### config.mk
export PLATFORM = sky130hd
export DESIGN_NAME = ccc_unit
export DESIGN_NICKNAME = d
export VERILOG_FILES = /design/src/common/ccc_pkg.sv /design/src/hw/ccc_unit.sv
export SDC_FILE = /design/constraint.sdc
export NUM_CORES = 1
export LEC_CHECK = 0
export BUFFER_PORTS_ARGS = -buffer_cell sky130_fd_sc_hd__buf_2
export CAP_MARGIN = 0
export CORE_MARGIN = 4
export CORE_UTILIZATION = 56
export DETAILED_ROUTE_END_ITERATION = 8
export PLACE_DENSITY = 0.77
export SYNTH_ARGS = -nofsm -noshare
export SYNTH_HDL_FRONTEND = slang
export SYNTH_SLANG_ARGS = --single-unit
### constraint.sdc
create_clock -name ref_clk_i -period 2.3 [get_ports ref_clk_i]
set_input_delay 0 -clock ref_clk_i [delete_from_list [all_inputs] [get_ports ref_clk_i]]
set_output_delay 0 -clock ref_clk_i [all_outputs]
set_load 0.05 [all_outputs]
### src/common/ccc_pkg.sv
// constants, types and register map of the capture/compare channel unit
// Contract
// RULE1: in capture mode a pin event copies the assigned timer into the channel register.
// RULE2: every capture also raises the interrupt request of that channel.
// RULE3: capture trigger per channel: rising only, falling only, or both edges.
// RULE4: compare channels check register against timer each count; match fires mode action.
// RULE5: mode two raises interrupt only, pin untouched, at most once per period.
// RULE6: mode three drives pin high on match, low on overflow, once per period.
// RULE7: double register mode: two registers share one pin that toggles on each match.
// RULE8: single event option limits any compare mode to one edge or pulse.
// RULE9: each channel pin is capture input or compare output, so it is bidirectional.
// RULE10: overflow rearms the per-period limit; single event stops until reconfigured.
// RULE11: outside sources hold each capture pin level for at least one clock.
package ccc_pkg;

    // ==========================================
    // sizes
    localparam int NCH = 7;
    localparam int TW = 16;
    localparam int AW = 8;
    localparam int DW = 32;
    localparam int NTMR = 2;
    localparam logic [2:0] NCH_L = 3'h7;
    localparam logic [TW-1:0] TMR_MAX = 16'hFFFF;
    localparam logic [TW-1:0] TMR_ONE = 16'h0001;

    // ==========================================
    // register map, byte addresses
    localparam logic [AW-1:0] ADDR_CTRL = 8'h00;
    localparam logic [AW-1:0] ADDR_TMR0 = 8'h04;
    localparam logic [AW-1:0] ADDR_TMR1 = 8'h08;
    localparam logic [AW-1:0] ADDR_STAT = 8'h0C;
    localparam logic [AW-1:0] ADDR_MASK = 8'h10;
    localparam logic [2:0] REGION_VAL = 3'h2;
    localparam logic [2:0] REGION_CFG = 3'h4;
    localparam int CFG_DONE_BIT = 8;
    localparam int CFG_W = 7;

    // ==========================================
    // channel modes and capture edges
    typedef enum logic [2:0] {
        MODE_OFF = 3'b000,
        MODE_CAPTURE = 3'b001,
        MODE_CMP0 = 3'b010,
        MODE_CMP1 = 3'b011,
        MODE_CMP2 = 3'b100,
        MODE_CMP3 = 3'b101,
        MODE_DOUBLE = 3'b110
    } ccc_mode_e;

    typedef enum logic [1:0] {
        EDGE_NONE = 2'b00,
        EDGE_RISE = 2'b01,
        EDGE_FALL = 2'b10,
        EDGE_BOTH = 2'b11
    } ccc_edge_e;

    typedef struct packed {
        logic single;
        logic tsel;
        ccc_edge_e edge_sel;
        ccc_mode_e mode;
    } ccc_cfg_s;

    typedef struct packed {
        logic wr;
        logic rd;
        logic [AW-1:0] addr;
        logic [DW-1:0] wdata;
    } ccc_bus_s;

    typedef struct packed {
        logic [NCH-1:0] out;
        logic [NCH-1:0] oe_n;
    } ccc_pin_s;

endpackage

### src/hw/ccc_unit.sv
// capture/compare channel bank with two free-running timers
//
// The register addresses and the strobed register port were chosen for this implementation.
`timescale 1ns/1ps
module ccc_unit import ccc_pkg::*; (
    input wire logic ref_clk_i,
    input wire logic rst_n_i,
    input wire ccc_bus_s bus_i,
    output logic [DW-1:0] bus_rdata_o,
    input wire logic [NCH-1:0] channel_pin_i,
    output ccc_pin_s channel_pin_o,
    output logic irq_o
);

    // ==========================================
    // decode helpers
    // channel register window hit, one word per channel
    function automatic logic chan_hit(input logic [AW-1:0] a, input logic [2:0] region,
                                      input int c);
        return (a[7:5] == region) && (a[4:2] < NCH_L) && (a[4:2] == 3'(c));
    endfunction

    function automatic logic is_cmp(input ccc_mode_e m);
        return (m == MODE_CMP0) || (m == MODE_CMP1) || (m == MODE_CMP2) ||
               (m == MODE_CMP3) || (m == MODE_DOUBLE);
    endfunction

    // ==========================================
    // timers
    logic [NTMR-1:0] run_q, run_d;
    logic [TW-1:0] tmr_q [NTMR];
    logic [TW-1:0] tmr_d [NTMR];
    logic [NTMR-1:0] ovf;

    // free running up counters, loadable by software
    always_comb begin
        run_d = run_q;
        if (bus_i.wr && bus_i.addr == ADDR_CTRL) begin
            run_d = bus_i.wdata[NTMR-1:0];
        end
        for (int t = 0; t < NTMR; t++) begin
            ovf[t] = run_q[t] && (tmr_q[t] == TMR_MAX);
            tmr_d[t] = run_q[t] ? tmr_q[t] + TMR_ONE : tmr_q[t];
        end
        if (bus_i.wr && bus_i.addr == ADDR_TMR0) begin
            tmr_d[0] = bus_i.wdata[TW-1:0];
        end
        if (bus_i.wr && bus_i.addr == ADDR_TMR1) begin
            tmr_d[1] = bus_i.wdata[TW-1:0];
        end
    end

    always_ff @(posedge ref_clk_i or negedge rst_n_i) begin
        if (!rst_n_i) begin
            run_q <= '0;
            for (int t = 0; t < NTMR; t++) begin
                tmr_q[t] <= '0;
            end
        end else begin
            run_q <= run_d;
            tmr_q <= tmr_d;
        end
    end

    // ==========================================
    // channels
    ccc_cfg_s cfg_q [NCH];
    ccc_cfg_s cfg_d [NCH];
    logic [TW-1:0] val_q [NCH];
    logic [TW-1:0] val_d [NCH];
    logic [NCH-1:0] done_q, done_d, armed_q, armed_d, pin_q, pin_d, prev_q, prev_d;
    logic [NCH-1:0] cap_evt, match, act, tov, oe_n;
    logic [TW-1:0] tv [NCH];

    // capture edge detect, compare match and per-channel action
    always_comb begin
        prev_d = channel_pin_i;
        for (int c = 0; c < NCH; c++) begin
            tv[c] = tmr_q[cfg_q[c].tsel];
            tov[c] = ovf[cfg_q[c].tsel];
            // pins are taken as synchronous; a level held one clock is seen
            cap_evt[c] = (cfg_q[c].mode == MODE_CAPTURE) &&                      // RULE11
                         ((cfg_q[c].edge_sel[0] && channel_pin_i[c] && !prev_q[c]) || // RULE3
                          (cfg_q[c].edge_sel[1] && !channel_pin_i[c] && prev_q[c]));
            match[c] = run_q[cfg_q[c].tsel] && (tv[c] == val_q[c]);              // RULE4
            act[c] = match[c] && is_cmp(cfg_q[c].mode) && !done_q[c] &&
                     (armed_q[c] || !((cfg_q[c].mode == MODE_CMP2) ||
                                      (cfg_q[c].mode == MODE_CMP3)));           // RULE5 RULE6
        end
        for (int c = 0; c < NCH; c++) begin
            cfg_d[c] = cfg_q[c];
            val_d[c] = val_q[c];
            done_d[c] = done_q[c];
            armed_d[c] = armed_q[c];
            pin_d[c] = pin_q[c];
            oe_n[c] = 1'b1;
            if (cap_evt[c]) begin
                val_d[c] = tv[c];                                                // RULE1
            end else if (bus_i.wr && chan_hit(bus_i.addr, REGION_VAL, c)) begin
                val_d[c] = bus_i.wdata[TW-1:0];
            end
            // overflow starts a new period, so the once-per-period limit rearms
            if (tov[c]) begin
                armed_d[c] = 1'b1;                                               // RULE10
            end else if (act[c]) begin
                armed_d[c] = 1'b0;
            end
            if (act[c] && cfg_q[c].single) begin
                done_d[c] = 1'b1;                                                // RULE8
            end
            case (cfg_q[c].mode)
                MODE_CMP1: begin
                    oe_n[c] = 1'b0;                                              // RULE9
                    if (act[c]) begin
                        pin_d[c] = !pin_q[c];
                    end
                end
                MODE_CMP3: begin
                    oe_n[c] = 1'b0;
                    if (act[c]) begin
                        pin_d[c] = 1'b1;                                         // RULE6
                    end else if (tov[c]) begin
                        pin_d[c] = 1'b0;                                         // RULE6
                    end
                end
                MODE_DOUBLE: begin
                    // even channel owns the pin; odd partner is only a second register
                    if (c % 2 == 0) begin
                        oe_n[c] = 1'b0;
                        if (act[c] || (c + 1 < NCH && act[(c + 1) % NCH] &&
                                       cfg_q[(c + 1) % NCH].mode == MODE_DOUBLE)) begin
                            pin_d[c] = !pin_q[c];                                // RULE7
                        end
                    end
                end
                default: begin
                    oe_n[c] = 1'b1;                                              // RULE5 RULE9
                end
            endcase
            // reconfiguration clears single-event lockout and rearms
            if (bus_i.wr && chan_hit(bus_i.addr, REGION_CFG, c)) begin
                cfg_d[c] = ccc_cfg_s'(bus_i.wdata[CFG_W-1:0]);
                done_d[c] = 1'b0;                                                // RULE10
                armed_d[c] = 1'b1;
            end
        end
    end

    always_ff @(posedge ref_clk_i or negedge rst_n_i) begin
        if (!rst_n_i) begin
            for (int c = 0; c < NCH; c++) begin
                cfg_q[c] <= '0;
                val_q[c] <= '0;
            end
            done_q <= '0;
            armed_q <= '1;
            pin_q <= '0;
            prev_q <= '0;
        end else begin
            cfg_q <= cfg_d;
            val_q <= val_d;
            done_q <= done_d;
            armed_q <= armed_d;
            pin_q <= pin_d;
            prev_q <= prev_d;
        end
    end

    assign channel_pin_o.out = pin_q;
    assign channel_pin_o.oe_n = oe_n;

    // ==========================================
    // interrupt status, mask and register read
    logic [NCH-1:0] stat_q, stat_d, mask_q, mask_d, evt;
    logic [DW-1:0] rdata_q, rdata_d;

    // read of status clears it, but a new event in that cycle still sets
    always_comb begin
        evt = cap_evt | act;                                                     // RULE2
        stat_d = stat_q;
        if (bus_i.rd && bus_i.addr == ADDR_STAT) begin
            stat_d = '0;
        end
        stat_d = stat_d | evt;
        mask_d = mask_q;
        if (bus_i.wr && bus_i.addr == ADDR_MASK) begin
            mask_d = bus_i.wdata[NCH-1:0];
        end
        rdata_d = '0;
        if (bus_i.rd) begin
            case (bus_i.addr)
                ADDR_CTRL: rdata_d = DW'(run_q);
                ADDR_TMR0: rdata_d = DW'(tmr_q[0]);
                ADDR_TMR1: rdata_d = DW'(tmr_q[1]);
                ADDR_STAT: rdata_d = DW'(stat_q);
                ADDR_MASK: rdata_d = DW'(mask_q);
                default: begin
                    for (int c = 0; c < NCH; c++) begin
                        if (chan_hit(bus_i.addr, REGION_VAL, c)) begin
                            rdata_d = DW'(val_q[c]);
                        end
                        if (chan_hit(bus_i.addr, REGION_CFG, c)) begin
                            rdata_d = DW'(cfg_q[c]);
                            rdata_d[CFG_DONE_BIT] = done_q[c];
                        end
                    end
                end
            endcase
        end
    end

    always_ff @(posedge ref_clk_i or negedge rst_n_i) begin
        if (!rst_n_i) begin
            stat_q <= '0;
            mask_q <= '0;
            rdata_q <= '0;
        end else begin
            stat_q <= stat_d;
            mask_q <= mask_d;
            rdata_q <= rdata_d;
        end
    end

    assign bus_rdata_o = rdata_q;
    assign irq_o = |(stat_q & mask_q);

    // per channel properties, one copy for each channel
    for (genvar g = 0; g < NCH; g++) begin : g_chk

    end
endmodule

Word level (Yosys, flattened, before mapping)

Index checks and enable logic that the tools add are counted.
W data, S select, Z words.

Input bits: 51
Register bits: 269
Output and inout port bits: 47
Logic and storage cells: 572

Bitwise gates (word level): 10
Equality and inequality tests: 80
Add/subtract/negate cells: 2
Mux-type cells: 157
$lt $le $gt $ge: 15
Reductions and logical operators: 245

Operators by type and width:

| operator                | number |
|---|---|
| $mux W16                | 40 |
| $mux W32                | 14 |
| $pmux W32 S5            | 1 |
| $eq A16 B16 Y1          | 7 |
| $logic_and A1 B1 Y1     | 110 |
| $mux W1                 | 94 |
| $eq A3 B3 Y1 const B    | 25 |
| $logic_or A1 B1 Y1      | 52 |
| $eq A3 B2 Y1 const B    | 17 |
| $reduce_bool A2 Y1      | 20 |
| $logic_not A1 Y1        | 35 |
| $add A16 B1 Y16 const B | 2 |
| $eq A16 B16 Y1 const B  | 2 |
| $reduce_bool A3 Y1      | 10 |
| $eq A3 B1 Y1 const B    | 8 |
| $ne A3 B3 Y1 const B    | 7 |
| $eq A8 B4 Y1 const B    | 2 |
| $ge A2 B2 Y1 const B    | 7 |
| $lt A1 B2 Y1 const B    | 7 |
| $not A1 Y2              | 7 |
| $or A7 B7 Y7            | 2 |
| $ne A2 B2 Y1 const B    | 6 |
| $reduce_and A3 Y1       | 4 |
| $reduce_and A4 Y1       | 3 |
| 13 further kinds        | 27 |

Depth between registers and ports, before layout

Gate-level depths: netlist (run 1).

Word-level depth: 19
Gate-level depth with buffers: 9
Depth with buffers taken out: 8

Least setup slack after synthesis (run 1)

Ideal clock, no wire load.

Path kind: reg-to-reg
From: register cfg_q[29] in the netlist's numbering
To: register pin_q[2]
Library setup time: 130 ps
Data arrival time: 2,231 ps
Setup slack: -61 ps
Data required time: 2,170 ps
Buffers on the path: 1
Cell stages (with the launch flop): 10
Clock period less this slack: 2,361 ps
Cells stage by stage: dfrtp_1 > clkbuf_1 > inv_1 > ha_1 > a21boi_0 > a2111oi_0 > nand3_1 > nor4_4 > o2111a_1 > o31ai_1

Cells in the longest elaborated chain, start to end: 11
Elaborated cells on any way between the ends: 23
Classes of those cells: 8 x eq/ne; 2 x mux; 13 x reduce/logical

RTL lines:

| element                            | line                            | text |
|---|---|---|
| start, declared                    | ccc_unit.sv:67                  | `ccc_cfg_s cfg_q [NCH];` |
| start signal, assigned             | ccc_unit.sv:160                 | `cfg_q <= cfg_d;` |
| $eq A3 B2 Y1 (on tied branches)    | ccc_unit.sv:24, ccc_unit.sv:111 |  |
| $logic_or A1 B1 Y1 (3 in a row)    | ccc_unit.sv:24                  | `return (m == MODE_CMP0) \|\| (m == MODE_CMP1) \|\| (m == MODE_CMP2) \|\|` |
| $logic_or A1 B1 Y1                 | ccc_unit.sv:25                  | `(m == MODE_CMP3) \|\| (m == MODE_DOUBLE);` |
| $logic_and A1 B1 Y1 (3 in a row)   | ccc_unit.sv:86                  | `act[c] = match[c] && is_cmp(cfg_q[c].mode) && !done_q[c] &&` |
| $logic_or A1 B1 Y1                 | ccc_unit.sv:130                 | `if (act[c] \|\| (c + 1 < NCH && act[(c + 1) % NCH] &&` |
| $ne A2 B1 Y1 (no source line)      | n/a                             |  |
| $reduce_and A4 Y1 (no source line) | n/a                             |  |
| end signal, assigned               | ccc_unit.sv:164                 | `pin_q <= pin_d;` |
| end, declared                      | ccc_unit.sv:71                  | `logic [NCH-1:0] done_q, done_d, armed_q, armed_d, pin_q, pin_d, prev_q, prev_d;` |

Several ways; a longest one is shown, not always the timed one.
A chain may end at the register's enable or synchronous reset.

Final worst setup path (run 1)

From: register cfg_q[12] in the netlist's numbering
To: register pin_q[5]

Cells in the longest elaborated chain, start to end: 11
Elaborated cells on any way between the ends: 18
Classes of those cells: 3 x eq/ne; 9 x mux; 1 x bitwise; 5 x reduce/logical

RTL lines:

| element                                                           | line           | text |
|---|---|---|
| $not A1 Y2 (not written as such)                                  | ccc_unit.sv:79 | `tv[c] = tmr_q[cfg_q[c].tsel];` |
| $mux W16 (not written as such) (3 in a row)                       | ccc_unit.sv:79 |  |
| $eq A16 B16 Y1                                                    | ccc_unit.sv:85 | `match[c] = run_q[cfg_q[c].tsel] && (tv[c] == val_q[c]);` |
| $logic_and A1 B1 Y1                                               | ccc_unit.sv:85 |  |
| $logic_and A1 B1 Y1 (3 in a row)                                  | ccc_unit.sv:86 |  |
| $ne A3 B3 Y1 (no source line), or another cell as far along       | n/a            |  |
| $reduce_and A3 Y1 (no source line) or $pmux W1 S2 (tied branches) | n/a            |  |

Several ways; a longest one is shown, not always the timed one. The select of a mux whose other input is x is not followed.

==> summary.md, run 1 <==
| Metric | Value |
|---|---|
| Pre-CTS WS | `-442 ps` |
| Achievable Freq | `0.399 GHz` |
| I/O pins | `around 100` |
| FF+latch count, synth | `approximately 250` |
| Largest net degree at the start of global routing | `75` |
| Power Total | `between 20 and 25 mW` |
| Critical path class | `flip-flop to flip-flop` |
| Hold Crit Class | `primary input to async pin` |
| Site Rows | `62` |
| Initial antenna violation count | `2` |
| Iteration-0 DRC Markers | `approximately 2.5k` |
| Req. time, crit path | `between 2000 and 3000 ps` |
| Period utilisation layout | `1.09` |
| EDFF count, synth | `0` |
| Worst Reg2Reg Path Length in Cells | `9` |
| Critical Path End | `pin_q[5]$_DFFE_PN0P_` |
| DIE AREA | `0.0322 mm2` |
| Fin Hold WS | `-11.0 ps` |
| Synth Flop Type | `dfrtp_1` |
| Via count | `between 15k and 20k` |
| Worst Path Max Fanout | `8` |
| Netlist cell types | `74` |
| Clock skew | `between 10 and 15 ps` |
| Worst Path Arrival | `between 2000 and 3000 ps` |
| Fin crit period | `about 2500 ps` |
| Most common cell after layout, fill and taps aside | `buf_4` |
| Non-Filler Instances | `around 2.5k` |
| Synth Area per Inst | `roughly 9.4 um2` |
| Multiplexer area fraction after synthesis | `0.196` |
| Power per cell area | `1110 mW/mm2` |
| DRC | `0` |
| Peak VDD IR | `around 0.75 mV` |
| CTS Buf Count | `30` |
| RSZ-0062 raised after global routing | `yes` |
| Register area share after synthesis | `0.385` |
| Synth top area cells | `dfrtp_1, mux2_2, mux2i_1` |
| DRT antenna net count | `0` |
| Routed len/inst | `26.6 um` |
| Final WL | `65.5 mm` |
| Placeable Area | `just under 0.03 mm2` |
| Worst r2r src | `cfg_q[12]$_DFFE_PN0P_` |
| Most frequent cells in the layout | `buf_4, dfrtp_1, nor2_1, a21oi_1, mux2_2` |
| # diodes | `0` |
| Violated checks | `hold timing, setup timing` |
| FF-to-FF setup slack | `-210 ps` |
| Slew Viols, Final | `0` |
| Post-synth ARST share | `1.00` |
| Largest family of logic cells by synthesized area | `multiplexers` |
| Via density | `between 6 and 7` |
| Setup TNS | `-1360 ps` |
| Final setup violation count | `14` |
| Die X | `approximately 180 um` |
| Nets@finish | `around 2.1k` |
| Compound-cell area share of the yosys netlist | `0.148` |
| GRT Total Usage | `0.362` |
| TritonRoute pass-1 iters | `6` |
| Relative slew slack | `0.381` |
| Share of layout cells above drive strength 1 | `0.384` |
| CP Launch Type | `flip-flop` |
| # clock sinks | `253` |
| Hpwl dp | `43.4 mm` |
| Synth Area in XOR/XNOR | `0.0792` |
| Grt ovf | `0` |
| Clock buffer depth | `3` |
| Number of fill cells | `about 1.8k` |
| Simple-gate portion of the synthesized area | `0.136` |
| Slew of the pin with the lowest slew margin | `approximately 900 ps` |
| Root Buffer | `clkbuf_16` |
| Die Y | `between 150 and 200 um` |
| Placed instance count | `around 2.3k` |
| Mapped Cells | `approximately 1.7k` |
| CTS tree | `done` |
| Leak pwr | `~9.3 nW` |
| Synth Cell Area | `0.0165 mm2` |
| CP Capture Type | `flip-flop` |
| Starting Density | `0.571` |
| Yosys warns | `0` |
| Final WS setup | `-206 ps` |
| Worst-Skew Late Latency | `around 570 ps` |
| H-tree Lvls | `1` |
| Max Cap Viol | `0` |
| Synth Area in Adders | `0.00684` |
| Vias in the first global route | `15.7k` |
| Final number of hold-violating endpoints | `4` |
| Setup crit start | `cfg_q[12]$_DFFE_PN0P_` |
| Area leader, netlist | `dfrtp_1` |
| Worst R2R End | `pin_q[5]$_DFFE_PN0P_` |
| Status | `complete, but fails checks` |
| Layout area overhead | `34.0%` |
| Share of the synthesized area in the top cell type | `0.374` |
| Global-route wire length before repair | `roughly 90 mm` |
| Global placer's final weighted congestion | `approximately 1.0` |
| Clock-pin slew on the worst setup and hold paths | `~60 ps` |
| Port Buffers | `65` |
-- area by class of cell --
| type | instances | area (um2) | area share |
|---|---|---|---|
| timing repair buffer | 416 | 3580 | 0.162 |
| sequential | 253 | 6380 | 0.289 |
| multi-input combinational | 1326 | 10500 | 0.476 |
| inverter | 23 | 86.3 | 0.00391 |
| clock inverter | 9 | 126 | 0.00572 |
| clock buffer | 46 | 912 | 0.0413 |
| tap | 384 | 480 | 0.0218 |
-- state kept, by name, summed over array words and instances, names as in the netlist --
signal,count
cfg_q,49
armed_q,7
run_q,2
prev_q,7
stat_q,7
done_q,7
mask_q,7
val_q,112
pin_q,7
tmr_q,32
bus_rdata_o,16
-- power by group --
group,internal [mW],switching [mW]
Sequential,5.75,2.02
Clock,3.05,1.99
Combinational,5.70,6.00
Total,14.5,10.0
-- timing repair --
item	4_1_cts	5_1_grt
setup endpoints to repair	16	22
buffers inserted	7	25
resized for setup	93	145
endpoints found under the hold margin	299	0
gates cloned	2	5
pin swaps	19	36
hold buffers	26	0
-- worst max-delay path, cell delays in order (launching register included) --
cell and delay (ps):
dfrtp_2 460, buf_12 210, mux2i_4 300, xnor2_1 140, nor4_2 260, buf_4 160, nand4_1 180, nor3_2 250
mux2_4 320, o211a_1 110
-- metrics by stage --
step                area, um2  utilization
floorplan               16500            -
global placement        19100        0.661
detailed placement      19100        0.661
CTS                     21000        0.727
global route            22100        0.765
finish                  22100        0.765
-- synth_stat cells (all sizes together) (10+ instances only) --
| library cell | instances |
|---|---|
| dfrtp | 246 |
| nor2 | 205 |
| a21oi | 190 |
| mux2 | 163 |
| mux2i | 139 |
| clkbuf | 111 |
| xnor2 | 109 |
| nand2 | 87 |
| buf | 51 |
| xor2 | 40 |
| nand3 | 33 |
| o21ai | 32 |
| a22oi | 29 |
| nor4 | 28 |
| inv | 22 |
| a221oi | 21 |
| a31oi | 18 |
| and3 | 17 |
| nand4 | 17 |
| nor3 | 16 |
| o22ai | 11 |
| nor2b | 10 |
| or2 | 10 |
-- routing by layer --
| metal | vias to the layer above | GRT usage | part of all wire |
|---|---|---|---|
| li1 | 6903 | - | - |
| met1 | 8021 | 0.484 | 0.36 |
| met2 | 1320 | 0.574 | 0.44 |
| met3 | 381 | 0.0663 | 0.12 |
| met4 | 2 | 0.170 | 0.078 |
| met5 | - | 0 | 0.00020 |
-- cell families (layout without fill, tap and decap cells) --
| family | after synthesis | in the layout |
|---|---|---|
| AOI/OAI and AO/OA | 386 | 386 |
| xor gates and xnor gates | 149 | 149 |
| adders and majority gates | 9 | 9 |
| buffers and inverters | 185 | 494 |
| DFF | 253 | 253 |
| muxes | 302 | 302 |
| other | 1 | 16 |
| and+or+nand+nor | 464 | 464 |
-- worst min-delay path by stage --
stage                     startpoint                       end  cells past startpoint
final                        rst_n_i     cfg_q[37]$_DFFE_PN0P_                      2
after global routing         rst_n_i     cfg_q[36]$_DFFE_PN0P_                      2
after CTS                    rst_n_i     cfg_q[36]$_DFFE_PN0P_                      2
after detailed placement     rst_n_i       stat_q[1]$_DFF_PN0_                      1
after global placement       rst_n_i     cfg_q[36]$_DFFE_PN0P_                      1
after floorplan              rst_n_i  bus_rdata_o[0]$_DFF_PN0_                      0
(Power assumes the default switching activity.)
==> inputs of run 2 (changes only) <==
Settings changed: SETUP_SLACK_MARGIN set to 0.15.
==> summary.md, run 2 (synthesized netlist as in run 1, its figures left out) <==
| Metric | Value |
|---|---|
| Reg with most FFs | `val_q` |
| Vias in the first global route | `about 16k` |
| Final WL | `just over 70 mm` |
| Worst path bufs/invs | `3` |
| Most frequent cells in the layout | `buf_4, dfrtp_1, nor2_1, a21oi_1, mux2_2` |
| Max Cap Viol | `0` |
| Comb pwr share | `0.499` |
| Relative slew slack | `0.496` |
| Global-route wire length before repair | `between 90 and 100 mm` |
| Final setup violation count | `20` |
| Fin Hold WS | `roughly 27 ps` |
| Nets@finish | `about 2.1k` |
| Largest registers | `val_q (112), cfg_q (49), tmr_q (32)` |
| Final Core Density | `0.788` |
| Final number of hold-violating endpoints | `0` |
| FF-to-FF setup slack | `-390 ps` |
| CTS Buf Count | `30` |
| Clock skew | `slightly below 30 ps` |
| Fin crit period | `around 2700 ps` |
| Power per cell area | `between 1000 and 1500 mW/mm2` |
| Setup TNS | `-3400 ps` |
| Iteration-0 DRC Markers | `2664` |
| Routed len/inst | `between 20 and 30 um` |
| Non-Filler Instances | `roughly 2.5k` |
| Starting Density | `0.571` |
| CP Capture Type | `flip-flop` |
| # diodes | `0` |
| Worst Reg2Reg Path Length in Cells | `10` |
| Root Buffer | `clkbuf_16` |
| DRT antenna net count | `0` |
| DIE AREA | `0.0322 mm2` |
| DP Area | `between 0.015 and 0.02 mm2` |
| Power Total | `about 26 mW` |
| CP Launch Type | `flip-flop` |
| Hold Crit Class | `primary input to async pin` |
| H-tree Lvls | `1` |
| CTS tree | `done` |
| I/O pins | `98` |
| Die X | `~180 um` |
| Largest net degree at the start of global routing | `79` |
| Placeable Area | `0.0289 mm2` |
| Sequential group share of total power | `0.303` |
| Internal cell power | `roughly 15 mW` |
| Via count | `about 17k` |
| Worst r2r src | `cfg_q[26]$_DFFE_PN0P_` |
| Violated checks | `setup timing` |
| Req. time, crit path | `2750 ps` |
| Worst Path Max Fanout | `6` |
| CP max stage delay | `roughly 450 ps` |
| Clock buffer depth | `3` |
| Leak pwr | `about 9.6 nW` |
| Slew Viols, Final | `0` |
| Placed instance count | `between 2k and 2.5k` |
| Die Y | `about 180 um` |
| Worst-Skew Late Latency | `a little under 600 ps` |
| Grt ovf | `0` |
| Cells along the critical path | `buf_12, buf_16, mux2i_2, xnor2_1, nor4_2, nand3_1, buf_6, o41ai_4, mux2i_1, o31ai_1` |
| Max FFs per register | `~110` |
| Via density | `between 6 and 7` |
| # clock sinks | `around 250` |
| RSZ-0062 raised after global routing | `yes` |
| Site Rows | `62` |
| Slowest-stage cell, CP | `dfrtp_2` |
| Critical path class | `flip-flop to flip-flop` |
| DRC | `0` |
| Final Cell Area | `between 0.02 and 0.025 mm2` |
| Hpwl dp | `43.4 mm` |
| Clock-pin slew on the worst setup and hold paths | `about 60 ps` |
| GRT Total Usage | `0.383` |
| Layout area overhead | `38.0%` |
| Most common cell after layout, fill and taps aside | `buf_4` |
| Peak VDD IR | `0.880 mV` |
| Achievable Freq | `roughly 0.37 GHz` |
| Sw frac | `0.419` |
| Slew of the pin with the lowest slew margin | `~760 ps` |
| Status | `complete, but fails checks` |
| Initial antenna violation count | `2` |
| Share of layout cells above drive strength 1 | `0.412` |
| Sw power | `about 11 mW` |
| Pre-CTS WS | `-283 ps` |
| Period utilisation layout | `1.17` |
| Number of fill cells | `between 1.5k and 2k` |
| TritonRoute pass-1 iters | `7` |
| Port Buffers | `between 60 and 70` |
| Clock power frac | `0.198` |
| Worst Path Arrival | `roughly 3100 ps` |
| CP delay by family, top | `compound AO/OA/AOI/OAI gates` |
| Global placer's final weighted congestion | `approximately 1.0` |
| Worst R2R End | `pin_q[2]$_DFFE_PN0P_` |
| Final WS setup | `-385 ps` |
[run 2: changes by cell type in the layout (fill, tap and decap cells not counted), moves of 9 or more]
cell     change
xnor2_1      -9
buf_6       +24
mux2i_1     -21
mux2i_2      +9
mux2i_4     +12
xnor2_2      +9
[run 2: worst max path at each step]
stage | startpoint | end | slack, ps | cells after the start
final | cfg_q[26]$_DFFE_PN0P_ | pin_q[2]$_DFFE_PN0P_ | -390 | 10
after global routing | cfg_q[12]$_DFFE_PN0P_ | pin_q[5]$_DFFE_PN0P_ | -420 | 10
after CTS | cfg_q[12]$_DFFE_PN0P_ | pin_q[4]$_DFFE_PN0P_ | -90 | 9
after detailed placement | cfg_q[47]$_DFFE_PN0P_ | armed_q[0]$_DFFE_PN1P_ | -280 | 8
after global placement | cfg_q[47]$_DFFE_PN0P_ | armed_q[0]$_DFFE_PN1P_ | -260 | 8
after floorplan | cfg_q[33]$_DFFE_PN0P_ | pin_q[2]$_DFFE_PN0P_ | 120 | 8
[run 2: what timing repair did]
item | CTS | global route
gates resized for setup | 200 | 134
hold buffers | 26 | 0
setup endpoints to repair | 28 | 33
pin swaps | 34 | 49
endpoints found under the hold margin | 271 | 0
buffers inserted | 25 | 24
cloned | 3 | 6
[run 2: final cells by class]
class / count / area, um2 / area share
inverter: 23 / 86.3 / 0.00380
clock inverter: 10 / 130 / 0.00572
timing repair buffer: 439 / 3860 / 0.170
clock buffer: 44 / 895 / 0.0394
sequential: 253 / 6370 / 0.280
multi-input combinational: 1326 / 10900 / 0.480
tap: 384 / 480 / 0.0211
[run 2: metal layers]
metal  wire (um)  track usage  vias up
met5          14            0        -
met4        6010        0.211        2
met3        9100       0.0713      481
met2       31200        0.605     1564
met1       24300        0.502     8298
li1            -            -     6938
[run 2: power by group through the flow]
stage,Combinational (mW),Clock [mW],Sequential (mW)
CTS,10.7,5.01,7.37
global route,13.2,5.22,7.75
finish,12.8,5.07,7.75
global placement,9.08,0,7.24
floorplan,5.80,0,6.61
detailed placement,9.31,0,7.30
